`config.mk`:
```
export PLATFORM = sky130hd
export DESIGN_NAME = ccps_status_regs
export DESIGN_NICKNAME = d
export VERILOG_FILES = /design/src/rtl/ccps_pkg.sv /design/src/rtl/ccps_status_regs.sv
export VERILOG_INCLUDE_DIRS = /design/src /design/src/rtl
export SDC_FILE = /design/constraint.sdc
export NUM_CORES = 1
export LEC_CHECK = 0
export BUFFER_PORTS_ARGS = -buffer_cell sky130_fd_sc_hd__buf_4
export CORE_ASPECT_RATIO = 1.4
export CORE_UTILIZATION = 44
export DETAILED_ROUTE_END_ITERATION = 8
export HOLD_SLACK_MARGIN = 0.05
export PLACE_DENSITY = 0.81
export SYNTH_ARGS = -nofsm -noshare
export SYNTH_HDL_FRONTEND = slang
export SYNTH_SLANG_ARGS = --single-unit
export TNS_END_PERCENT = 1
```
`constraint.sdc`:
```
create_clock -name mclk_i -period 4.1 [get_ports mclk_i]
set_input_delay 0.41 -clock mclk_i [delete_from_list [all_inputs] [get_ports mclk_i]]
set_output_delay 0.41 -clock mclk_i [all_outputs]
set_load 0.01 [all_outputs]
```
`src/rtl/ccps_defines.svh`:
```
// Offsets, field positions, reset values and codes for the CC and power status registers
`ifndef CCPS_DEFINES_SVH
`define CCPS_DEFINES_SVH
`define CCPS_CC_STATUS_ADDR 8'h1D
`define CCPS_PWR_STATUS_ADDR 8'h1E
`define CCPS_CC_STATUS_RST 8'h00
`define CCPS_PWR_STATUS_RST 8'h08
`define CCPS_CC_SEARCH_BIT 5
`define CCPS_CC_ROLE_BIT 4
`define CCPS_PWR_DBG_BIT 7
`define CCPS_PWR_INIT_BIT 6
`define CCPS_PWR_HV_BIT 5
`define CCPS_PWR_SRC_BIT 4
`define CCPS_PWR_DETEN_BIT 3
`define CCPS_PWR_VBUS_BIT 2
`define CCPS_PWR_VCONN_BIT 1
`define CCPS_PWR_SNK_BIT 0
`define CCPS_TERM_RA 2'h0
`define CCPS_TERM_RP 2'h1
`define CCPS_TERM_RD 2'h2
`define CCPS_TERM_OPEN 2'h3
`define CCPS_CODE_OPEN 2'h0
`endif

```
`src/rtl/ccps_pkg.sv`:
```
// Types shared by the CC and power status register bank
package ccps_pkg;
  // Per-line termination setting
  typedef logic [1:0] ccps_term_t;
  // Per-line status code
  typedef logic [1:0] ccps_code_t;
endpackage

```
`src/rtl/ccps_status_regs.sv`:
```
// CC line status and power status registers with change alerts
//
// Overview of operation
// - bit5 high while searching for connection
// - bit4 zero for Rp, one for Rd
// - Rp side codes open, Ra, Rd
// - Rd side codes open, default, 1.5A, 3A
// - Ra or open termination reports 00b
// - Fields zero while searching or VCONN flip-zero
// - Bits 7:6 always read zero
// - CC status change raises its alert
// - Power bit7 mirrors debug accessory output
// - Power bit6 high during initialization
// - Power bit5 high when sourcing high voltage
// - Power bit4 is source output and enable
// - Power bit3 shows detection circuit enabled
// - Power bit2 VBUS present with hysteresis
// - Power bit1 VCONN present and enabled
// - Power bit0 mirrors sink enable output
// - Power status resets to 08h
// - Power status change raises its alert
// - CC status at 1Dh, read-only, resets zero
// - Termination codes Ra, Rp, Rd, open
// - Flip bit zero routes VCONN to line two
`timescale 1ns/1ps
`default_nettype none
`include "ccps_defines.svh"

module ccps_status_regs (
  // Clock and reset
  input wire logic mclk_i,
  input wire logic sys_rst_i,
  // Register read port
  input wire logic [7:0] reg_addr_i,
  output logic [7:0] reg_rdata_o,
  // Configuration from the control registers
  input wire ccps_pkg::ccps_term_t line_one_termination_i,
  input wire ccps_pkg::ccps_term_t line_two_termination_i,
  input wire logic cable_power_enable_i,
  input wire logic flip_bit_i,
  // Connection detection state
  input wire logic searching_connection_i,
  input wire logic resolved_role_i,
  input wire ccps_pkg::ccps_code_t line_one_sense_i,
  input wire ccps_pkg::ccps_code_t line_two_sense_i,
  // Power path state
  input wire logic dbg_accessory_attached_i,
  input wire logic init_in_progress_i,
  input wire logic supplying_high_voltage_i,
  input wire logic source_output_on_i,
  input wire logic source_bus_enabled_i,
  input wire logic bus_present_detect_on_i,
  input wire logic bus_above_rise_i,
  input wire logic bus_below_fall_i,
  input wire logic cable_above_threshold_i,
  input wire logic consume_output_on_i,
  // Status outputs and alerts
  output logic [7:0] cc_line_status_o,
  output logic [7:0] power_status_o,
  output logic line_status_alert_o,
  output logic power_status_alert_o
);

  ////////////////////////////////////////////////////////////////////////////
  // Line status codes

  ccps_pkg::ccps_term_t term_w [2]; // Per-line termination
  ccps_pkg::ccps_code_t sense_w [2]; // Per-line sensed code
  ccps_pkg::ccps_code_t code_w [2]; // Per-line reported code
  logic blank_w; // Forces both codes to open
  logic [7:0] cc_d; // Next CC status value
  logic [7:0] cc_line_status_q; // Latched CC status
  logic [7:0] pwr_d; // Next power status value
  logic [7:0] power_status_q; // Latched power status
  logic bus_present_q; // Hysteretic VBUS present

  assign term_w[0] = line_one_termination_i;
  assign term_w[1] = line_two_termination_i;
  assign sense_w[0] = line_one_sense_i;
  assign sense_w[1] = line_two_sense_i;

  // Searching, or VCONN sent to line two with line one monitored
  assign blank_w = searching_connection_i
                 | (cable_power_enable_i & ~flip_bit_i);

  // One code per line; Ra and open termination report open
  generate
    for (genvar i = 0; i < 2; i++) begin : g_line
      always_comb begin
        if (blank_w) begin
          code_w[i] = `CCPS_CODE_OPEN;
        end else if (term_w[i] == `CCPS_TERM_RA || term_w[i] == `CCPS_TERM_OPEN) begin
          code_w[i] = `CCPS_CODE_OPEN;
        end else if (term_w[i] == `CCPS_TERM_RP && sense_w[i] == 2'h3) begin
          code_w[i] = `CCPS_CODE_OPEN; // Reserved source code suppressed
        end else begin
          code_w[i] = sense_w[i];
        end
      end
    end
  endgenerate

  // Assemble the CC status value
  always_comb begin
    cc_d = 8'h00; // Reserved bits stay zero
    cc_d[`CCPS_CC_SEARCH_BIT] = searching_connection_i;
    cc_d[`CCPS_CC_ROLE_BIT] = resolved_role_i;
    cc_d[3:2] = code_w[1];
    cc_d[1:0] = code_w[0];
  end

  ////////////////////////////////////////////////////////////////////////////
  // Power status

  // VBUS present flag holds between the two thresholds
  always_ff @(posedge mclk_i) begin
    if (sys_rst_i) begin
      bus_present_q <= 1'b0;
    end else if (!bus_present_detect_on_i) begin
      bus_present_q <= 1'b0;
    end else if (bus_above_rise_i) begin
      bus_present_q <= 1'b1;
    end else if (bus_below_fall_i) begin
      bus_present_q <= 1'b0;
    end
  end

  // Assemble the power status value
  always_comb begin
    pwr_d = 8'h00;
    pwr_d[`CCPS_PWR_DBG_BIT] = dbg_accessory_attached_i;
    pwr_d[`CCPS_PWR_INIT_BIT] = init_in_progress_i;
    pwr_d[`CCPS_PWR_HV_BIT] = supplying_high_voltage_i;
    pwr_d[`CCPS_PWR_SRC_BIT] = source_output_on_i & source_bus_enabled_i;
    pwr_d[`CCPS_PWR_DETEN_BIT] = bus_present_detect_on_i;
    pwr_d[`CCPS_PWR_VBUS_BIT] = bus_present_q;
    pwr_d[`CCPS_PWR_VCONN_BIT] = cable_above_threshold_i & cable_power_enable_i;
    pwr_d[`CCPS_PWR_SNK_BIT] = consume_output_on_i;
  end

  ////////////////////////////////////////////////////////////////////////////
  // Status latches and change alerts

  // CC status latch
  always_ff @(posedge mclk_i) begin
    if (sys_rst_i) begin
      cc_line_status_q <= `CCPS_CC_STATUS_RST;
    end else begin
      cc_line_status_q <= cc_d;
    end
  end

  // Power status latch
  always_ff @(posedge mclk_i) begin
    if (sys_rst_i) begin
      power_status_q <= `CCPS_PWR_STATUS_RST;
    end else begin
      power_status_q <= pwr_d;
    end
  end

  // Alert pulses when the new value differs from the latched one
  assign line_status_alert_o = ~sys_rst_i & (cc_d != cc_line_status_q);
  assign power_status_alert_o = ~sys_rst_i & (pwr_d != power_status_q);

  assign cc_line_status_o = cc_line_status_q;
  assign power_status_o = power_status_q;

  ////////////////////////////////////////////////////////////////////////////
  // Read port

  // Read-only decode; other addresses read zero
  always_comb begin
    case (reg_addr_i)
      `CCPS_CC_STATUS_ADDR: reg_rdata_o = cc_line_status_q;
      `CCPS_PWR_STATUS_ADDR: reg_rdata_o = power_status_q;
      default: reg_rdata_o = 8'h00;
    endcase
  end
endmodule // ccps_status_regs
`default_nettype wire

```
==> run_results.csv, run 1 <==
group,metric,value,unit
setup_path,start_kind,"primary input",
die,die_h,54.3,um
layout,layoutNonFillerInstCount,171,
clocking,cts_resized,0,
layout,final_nets,186,
routing,ant_nets,0,
sta,hold_violations,0,
place,io_buffers,55,
sta,min_period,2320,ps
sta,finalSetupTns,0,ps
layout,drive_above_1_share,0.437,
power,p_comb_frac,0.238,
power,p_int,234,uW
setup_path,timing.rr.start,"bus_present_q",
synth,netlist_area,861,um^2
power,swShare,0.264,
sta,period_share,0.567,
synth,synth-simple-area-share,0.305,
synth,synth_fa_ha_area_frac,0.0291,
global_route,track_usage,0.204,
layout,final_area,0.00130,mm^2
global_route,grt_pass1_vias,806,
power,p_leak,0.621,nW
setup_path,critPathKind,"in -> out",
synth,synth_top_cells_by_area,"dfxtp_1, xnor2_1, a22o_1, nor2b_1, nand2_1",
synth,seq_area_frac_synth,0.349,
power,p_sw,83.9,uW
clocking,htreeDepth,1,
routing,vias_per_cell,5.32,
die,dieArea,0.00214,mm^2
synth,ys_ff_latch,15,
layout,diodes,0,
place,placed_cells,167,
synth,synth_xor_area_frac,0.102,
synth,synthMuxAreaShare,0,
synth,ys.warnings.count,0,
place,dp_hpwl,1.76,mm
power,irDropWorstVdd,0.000171,V
synth,yosys.area.top_type_share,0.349,
job,max_cap_violations,0,
die,io_pins,58,
routing,routed.top_layer,"met4",
routing,met3_wirelength,149,um
synth,ys_types,35,
layout,syn2layout_area_growth,51.2,%
hold_path,min-delay-start,"bus_present_detect_on_i",
clocking,clk_pin_slew_worst_paths,100,ps
global_route,grt_overflow,0,
die,core-area,0.00180,mm^2
sta,worst_clock_skew,0.299,ps
setup_path,arrival,1910,ps
routing,drt_iter0_markers,4,
sta,setup_viol_count_final,0,
layout,layout_common_cells,"buf_4, dfxtp_1, nand2_1",
place,gp_congestion,0.716,
routing,wirelength,2.10,mm
sta,grt_setup_unrepaired,"no",
routing,vias,910,
die,fp.dieW,39.4,um
hold_path,hp-class,"in -> reg",
synth,synth_top_flop_cell,"dfxtp_1",
hold_path,hold_path_end,"power_status_o[3]",
global_route,grt_first_pass_wirelength,3.00,mm
clocking,numCtsBuffers,3,
sta,drv_slew,0,
place,dpl_cell_area,0.00127,mm^2
layout,mostFrequentLayoutCell,"buf_4",
setup_path,cp-end-kind,"output pin",
synth,synth_area_per_cell,9.16,um^2
synth,synthArstFlopShare,0,
power,p_clk_frac,0.264,
setup_path,r2r_slack,3380,ps
die,initial_core_util,0.478,
synth,synth_compound_area_frac,0.160,
hold_path,holdPathStages,2,
routing,wl_per_cell,12.3,um
synth,synth_top_family_by_area,"simple AND/OR/NAND/NOR gates",
sta,fin_hold_ws,341,ps
clocking,hold_buffers,0,
global_route,antenna_found_initial,0,
routing,wl_met1,783,um
clocking,cts_tree,"done",
setup_path,r2r-end,"bus_present_q",
synth,synth_top_cell_by_area,"dfxtp_1",
synth,synthCells,94,
die,num_rows,18,
routing,drc,0,
global_route,grt_max_degree,17,
setup_path,rr_worst_depth,2,
setup_path,cp_max_fo,3,
clocking,cts_buffer_depth,2,
outcome,status,"finished, final reports clean",
setup_path,required,3690,ps
routing,dr.pass1.iters,4,
clocking,clock_latency,280,ps
power,power,318,uW
power,p_seq_frac,0.499,
clocking,cts_root_buf,"clkbuf_4",
clocking,cts_setup_buffers,0,
synth,synth-edff-count,0,
sta,fmax,0.430,GHz
power,pwr_density_cell,244,mW/mm^2
clocking,clock-sinks,15,
routing,dr_wl_met2,1.14,mm
## through the flow
step / util / worst slack [ps]
after floorplan: - / 2020
after global placement: 0.707 / 1800
after detailed placement: 0.707 / 1770
after CTS: 0.722 / 1760
after global routing: 0.722 / 1680
final: 0.722 / 1780
## synthesized netlist by cell type, drive strengths merged (2+ instances only)
cell type and number:
dfxtp 15, nand2 8, nor2b 8, xnor2 7, a22o 6, nor2 5
inv 4, a21oi 3, nor3b 3, xor2 3, and2 2, and3 2
buf 2, ha 2, nor3 2, nor4 2, o21ai 2, o32ai 2
or2 2, or3 2
## worst max path at each step
stage | start | endpoint | slack (ps)
6_report | line_one_termination_i[0] | line_status_alert_o | 1780
5_1_grt | line_one_termination_i[0] | line_status_alert_o | 1680
4_1_cts | line_one_termination_i[0] | line_status_alert_o | 1760
3_5_place_dp | line_one_termination_i[0] | line_status_alert_o | 1770
3_3_place_gp | line_one_termination_i[0] | line_status_alert_o | 1800
2_1_floorplan | line_one_termination_i[1] | line_status_alert_o | 2020
## cells by family (layout without fill, tap and decap cells)
family	after synthesis	count (layout)
AOI/OAI and AO/OA	18	18
xor gates and xnor gates	10	10
adders and majority gates	2	2
buffers and inverters	7	63
DFF	15	15
other	1	2
and+or+nand+nor	41	41
## state kept, by name, summed over array words and instances (netlist names)
| name | cells |
|---|---|
| bus_present_q | 1 |
| cc_line_status_o | 6 |
| power_status_o | 8 |
## power groups by stage
| stage | logic (mW) | registers, mW | clock network (mW) |
|---|---|---|---|
| final | 0.0756 | 0.158 | 0.0837 |
| after global routing | 0.0835 | 0.159 | 0.0927 |
| after detailed placement | 0.0761 | 0.162 | 0 |
| after global placement | 0.0743 | 0.162 | 0 |
| after floorplan | 0.0327 | 0.163 | 0 |
| after CTS | 0.0764 | 0.158 | 0.0861 |
## per-layer routing
metal / vias up / global-route usage
li1: 446 / -
met1: 421 / 0.188
met2: 41 / 0.417
met3: 2 / 0.0163
met4: 0 / 0.103
met5: - / 0
## area by class of cell
type                       count  area, um^2
multi-input combinational     73         520
fill                         161         500
timing repair buffer          55         413
sequential                    15         300
tap                           20        25.0
clock buffer                   3        22.5
inverter                       4        15.0
clock inverter                 1        5.00
## critical path, stage by stage
cell,delay (ps)
buf_4,110
ha_1,300
or3_4,380
o32a_1,280
o2bb2ai_1,140
a41oi_1,120
buf_4,160
Power figures use the tool's default switching activity.
==> run 2, diff against run 1 <==
Settings changed: ABC_AREA set to 1, CORE_UTILIZATION 44 to 41, PLACE_DENSITY 0.81 to 0.75.
Clock period 4.1 ns to 2.4 ns, I/O delays scaled along.
==> run 2 against run 1 <==
Compared with the run above: sequential power rose by 70%; power rose by 75%; combinational power rose by 80%; clock power rose by 78%; largest cell class unchanged; highest routed layer unchanged.
==> run_results.csv, run 2 <==
group,metric,value,unit
sta,fmax,0.614,GHz
synth,ys_types,22,
setup_path,required,2160,ps
global_route,grt_pass1_vias,895,
clocking,hold_buffers,0,
global_route,grt_overflow,0,
routing,wirelength,2.17,mm
layout,diodes,0,
global_route,grt_first_pass_wirelength,3.26,mm
clocking,clock-sinks,15,
setup_path,worstPathBufferInverterCount,2,
synth,synth_top_cells_by_area,"dfxtp_1, nand2_1, inv_1, nor2_1, xor2_1",
sta,setup_viol_count_final,0,
setup_path,cp_max_fo,3,
clocking,clock_latency,290,ps
synth,yosys-top-cells-count,"nand2_1, inv_1, nor2_1",
synth,synth_top_flop_cell,"dfxtp_1",
routing,drt_iter0_markers,6,
synth,synthArstFlopShare,0,
layout,layout_common_cells,"buf_4, nand2_1, inv_1, nor2_1, dfxtp_1",
clocking,clk_pin_slew_worst_paths,90,ps
setup_path,start_kind,"primary input",
power,p_leak,0.744,nW
synth,synth-edff-count,0,
setup_path,path_cells,"buf_4 -> ha_1 -> nand3b_1 -> o21ai_0 -> nand2_1 -> nor2_1 -> a21oi_1 -> buf_4",
job,max_cap_violations,0,
setup_path,crit_top_cell,"buf_4",
outcome,status,"finished, final reports clean",
setup_path,critPathKind,"in -> out",
setup_path,arrival,1390,ps
power,irDropWorstVdd,0.000385,V
die,initial_core_util,0.446,
synth,synthCells,137,
layout,final_nets,228,
clocking,numCtsBuffers,3,
synth,seq_area_frac_synth,0.337,
die,core-area,0.00200,mm^2
synth,netlist_area,891,um^2
sta,fin_hold_ws,153,ps
hold_path,hp-class,"in -> reg",
clocking,cts_buffer_depth,2,
synth,yosysMostFrequentCell,"nand2_1",
sta,hold_violations,0,
routing,ant_nets,0,
place,io_buffers,55,
global_route,antenna_found_initial,0,
global_route,track_usage,0.195,
routing,vias_per_cell,4.62,
routing,drc,0,
synth,yosys.area.top_type_share,0.337,
routing,vias,988,
synth,ys_ff_latch,15,
layout,multi_input_area,477,um^2
layout,n_fill_cell,201,
routing,dr.pass1.iters,4,
routing,wl_per_cell,10.1,um
clocking,htreeDepth,1,
power,power,555,uW
sta,worst_clock_skew,0.0523,ps
die,num_rows,19,
clocking,cts_resized,0,
clocking,cts_setup_buffers,0,
clocking,cts_root_buf,"clkbuf_4",
sta,finalSetupTns,0,ps
sta,grt_setup_unrepaired,"no",
die,fp.dieW,41.4,um
setup_path,cp_slowest_stage_delay,290,ps
die,dieArea,0.00237,mm^2
sta,period_share,0.679,
place,gp_congestion,0.765,
sta,min_period,1630,ps
clocking,cts_tree,"done",
sta,drv_slew,0,
global_route,grt_max_degree,17,
layout,seqCellArea,300,um^2
layout,mostFrequentLayoutCell,"buf_4",
layout,largest_register_ffs,8,
synth,synth_top_cell_by_area,"dfxtp_1",
setup_path,cp-end-kind,"output pin",
synth,ys.warnings.count,0,
layout,drive_above_1_share,0.326,
layout,syn2layout_area_growth,50.1,%
setup_path,crit_family,"simple AND/OR/NAND/NOR gates",
power,pwr_density_cell,415,mW/mm^2
setup_path,slowest_stage,"ha_1",
synth,synth_area_per_cell,6.50,um^2
place,dp_hpwl,1.81,mm
die,die_h,57.2,um
die,io_pins,58,
-- run 2: cell types whose count changed after synthesis, moves of 3 or more --
cell | previous run | this run
nand2_1 | 8 | 32
inv_1 | 4 | 24
nor2_1 | 5 | 24
nor2b_1 | 7 | 0
a22o_1 | 6 | 0
nand3_1 | 1 | 7
xnor2_1 | 7 | 2
xor2_1 | 3 | 8
o21ai_0 | 2 | 5
-- run 2: worst reg2reg max path: stages (launching register included) --
cell and delay, ps:
dfxtp_1 350, inv_1 60, nor2_1 80, nor2_1 40, nor2_1 60
-- run 2: cell families (layout without fill, tap and decap cells) --
kind of cell / after synthesis / after routing / share of synthesized area
AO/OA/AOI/OAI: 8 / 8 / 0.0492
XOR/XNOR: 10 / 10 / 0.0983
adder cells (fa/ha/maj): 2 / 2 / 0.0281
buffers and inverters: 29 / 84 / 0.132
flip-flops: 15 / 15 / 0.337
other: 1 / 2 / 0.00421
AND/OR/NAND/NOR: 72 / 72 / 0.351
-- run 2: routing by layer --
| layer | part of all wire | GRT usage | vias to the layer above |
|---|---|---|---|
| li1 | - | - | 522 |
| met4 | 0.0088 | 0.0829 | 0 |
| met2 | 0.54 | 0.350 | 41 |
| met1 | 0.39 | 0.203 | 423 |
| met3 | 0.070 | 0.0350 | 2 |
| met5 | 0 | 0 | - |
-- run 2: area by class of cell --
| class | instances | area share |
|---|---|---|
| Clock inverter | 1 | 0.00374 |
| Tap cell | 21 | 0.0196 |
| Multi-Input combinational cell | 94 | 0.356 |
| Clock buffer | 3 | 0.0168 |
| Inverter | 25 | 0.0702 |
| Sequential cell | 15 | 0.225 |
| Timing Repair Buffer | 55 | 0.309 |
-- run 2: metrics by stage --
| step | utilization | std cells | setup WS [ps] | instance area, um^2 |
|---|---|---|---|---|
| 4_1_cts | 0.670 | 214 | 761 | 1340 |
| 3_5_place_dp | 0.656 | 210 | 767 | 1310 |
| 5_1_grt | 0.670 | 214 | 625 | 1340 |
| 2_1_floorplan | - | 138 | 1010 | 895 |
| 6_report | 0.670 | 214 | 770 | 1340 |
| 3_3_place_gp | 0.656 | 210 | 785 | 1310 |
-- run 2: worst paths after layout --
path / start / to / slack [ps] / depth (start not counted)
max reg2reg: bus_present_q / bus_present_q / 1750 / 4
max: line_two_termination_i[0] / line_status_alert_o / 770 / 8
min: bus_above_rise_i / bus_present_q / 150 / 3
min reg2reg: bus_present_q / power_status_o[2] / 470 / 2
-- run 2: power by group --
group	switching (mW)	internal (mW)	leakage [nW]	total, mW
combinational	0.0629	0.0736	0.603	0.136
clock	0.0869	0.0620	0.0177	0.149
sequential	0.00942	0.260	0.124	0.269
total	0.159	0.395	0.744	0.555
==> run 3, diff against run 2 <==
Clock period 2.4 ns to 1.58 ns, I/O delays scaled along.
==> run 3 against run 2 <==
Compared with the run above: clock power increased by 54%; sequential share of layout area decreased by 0.30 points; cell area is 1.8% higher; utilization grew 1.2 points; count of clock-buffer cells in the layout did not move; cell count up 0.47%; hold slack got worse by 83 ps; non-clock buffer count up 1.
==> run_results.csv, run 3 (synthesis gave the netlist of run 2 again) <==
group,metric,value,unit
outcome,status,"finished, final reports clean",
layout,syn2layout_area_growth,52.8,%
routing,drt_iter0_markers,11,
layout,largest_register_ffs,8,
layout,final_area,0.00136,mm^2
sta,fin_hold_ws,70.2,ps
routing,dr.pass1.iters,4,
routing,vias,996,
setup_path,path_cells,"buf_4 -> ha_1 -> nand3b_1 -> o21ai_0 -> nand2_1 -> nor2_1 -> a21oi_1 -> buf_4",
place,dpl_cell_area,0.00131,mm^2
power,power,852,uW
global_route,grt_pass1_vias,895,
setup_path,required,1420,ps
layout,mostFrequentLayoutCell,"buf_4",
die,num_rows,19,
hold_path,hp-class,"in -> reg",
clocking,hold_buffers,0,
global_route,antenna_found_initial,0,
sta,setup_viol_count_final,0,
setup_path,cp_slowest_stage_delay,290,ps
setup_path,crit_top_cell,"buf_4",
die,io_pins,58,
clocking,cts_tree,"done",
die,fp.dieW,41.4,um
setup_path,cp_max_fo,3,
place,io_buffers,55,
setup_path,critPathKind,"in -> out",
clocking,cts_buffer_depth,2,
die,core-area,0.00200,mm^2
global_route,grt_overflow,0,
job,max_cap_violations,0,
clocking,clock-sinks,15,
layout,layout_common_cells,"buf_4, nand2_1, inv_1",
sta,period_share,0.927,
die,initial_core_util,0.446,
global_route,grt_max_degree,17,
clocking,htreeDepth,1,
sta,hold_violations,0,
routing,drc,0,
setup_path,crit_family,"simple AND/OR/NAND/NOR gates",
die,dieArea,0.00237,mm^2
setup_path,start_kind,"primary input",
setup_path,arrival,1310,ps
global_route,grt_first_pass_wirelength,3.26,mm
clocking,clock_latency,290,ps
place,dp_hpwl,1.81,mm
die,die_h,57.2,um
routing,wirelength,2.21,mm
layout,drive_above_1_share,0.345,
sta,drv_slew,0,
routing,vias_per_cell,4.63,
place,gp_congestion,0.765,
clocking,clk_pin_slew_worst_paths,90,ps
routing,wl_per_cell,10.3,um
sta,fmax,0.683,GHz
power,p_leak,0.749,nW
routing,ant_nets,0,
setup_path,worstPathBufferInverterCount,2,
sta,min_period,1460,ps
clocking,cts_root_buf,"clkbuf_4",
layout,final_nets,229,
clocking,numCtsBuffers,3,
power,pwr_density_cell,626,mW/mm^2
layout,diodes,0,
setup_path,cp-end-kind,"output pin",
power,irDropWorstVdd,0.000588,V
layout,n_fill_cell,202,
setup_path,slowest_stage,"ha_1",
global_route,track_usage,0.195,
sta,worst_clock_skew,0.0602,ps
==> run 3: cell count changes in the layout (fill, tap and decap cells not counted), sizes merged <==
cell / delta
buf: +1
==> run 3: worst register-to-register path: stages, from the launching register on <==
cell	delay (ps)
dfxtp_1	350
inv_1	60
nor2_1	80
nor2_1	40
nor2_1	70
==> run 3: layer usage <==
metal  global-route usage  vias up  wire length, um
met5                    0        -                0
met4               0.0829        0               19
met3               0.0350        2              157
met2                0.350       41             1190
met1                0.203      429              843
li1                     -      524                -
==> run 3: path summary, 6_finish.rpt <==
check | start | endpoint | slack (ps) | cells after the start
worst max-delay path | line_two_termination_i[0] | line_status_alert_o | 120 | 8
worst min-delay path | bus_above_rise_i | bus_present_q | 70 | 3
worst max register to register | bus_present_q | bus_present_q | 930 | 4
worst min register to register | bus_present_q | power_status_o[2] | 470 | 2
==> run 3: cell type report <==
class / instances / area [um^2] / area share
multi-input combinational: 94 / 492 / 0.361
inverter: 25 / 93.8 / 0.0689
clock buffer: 3 / 22.5 / 0.0165
tap: 21 / 26.3 / 0.0193
sequential: 15 / 302 / 0.222
clock inverter: 1 / 5.00 / 0.00368
timing repair buffer: 56 / 420 / 0.309
==> run 3: stage by stage <==
stage	utilization	worst slack, ps	cells	setup TNS, ps
2_1_floorplan	-	349	138	0
3_3_place_gp	0.656	130	210	0
3_5_place_dp	0.656	111	210	0
4_1_cts	0.670	92.6	214	0
5_1_grt	0.682	-15.3	215	-15.3
6_report	0.682	115	215	0
==> run 3: repair_timing <==
action                                  4_1_cts  5_1_grt
setup buffers                                 0        1
hold endpoints to repair                      0        0
gates resized for setup                       0        3
endpoints found under the setup margin        0        1
==> run 3: power breakdown <==
group          internal, mW  switching [mW]  total, mW
Sequential            0.395          0.0139      0.409
Combinational         0.115          0.0989      0.214
Clock                0.0943           0.134      0.229
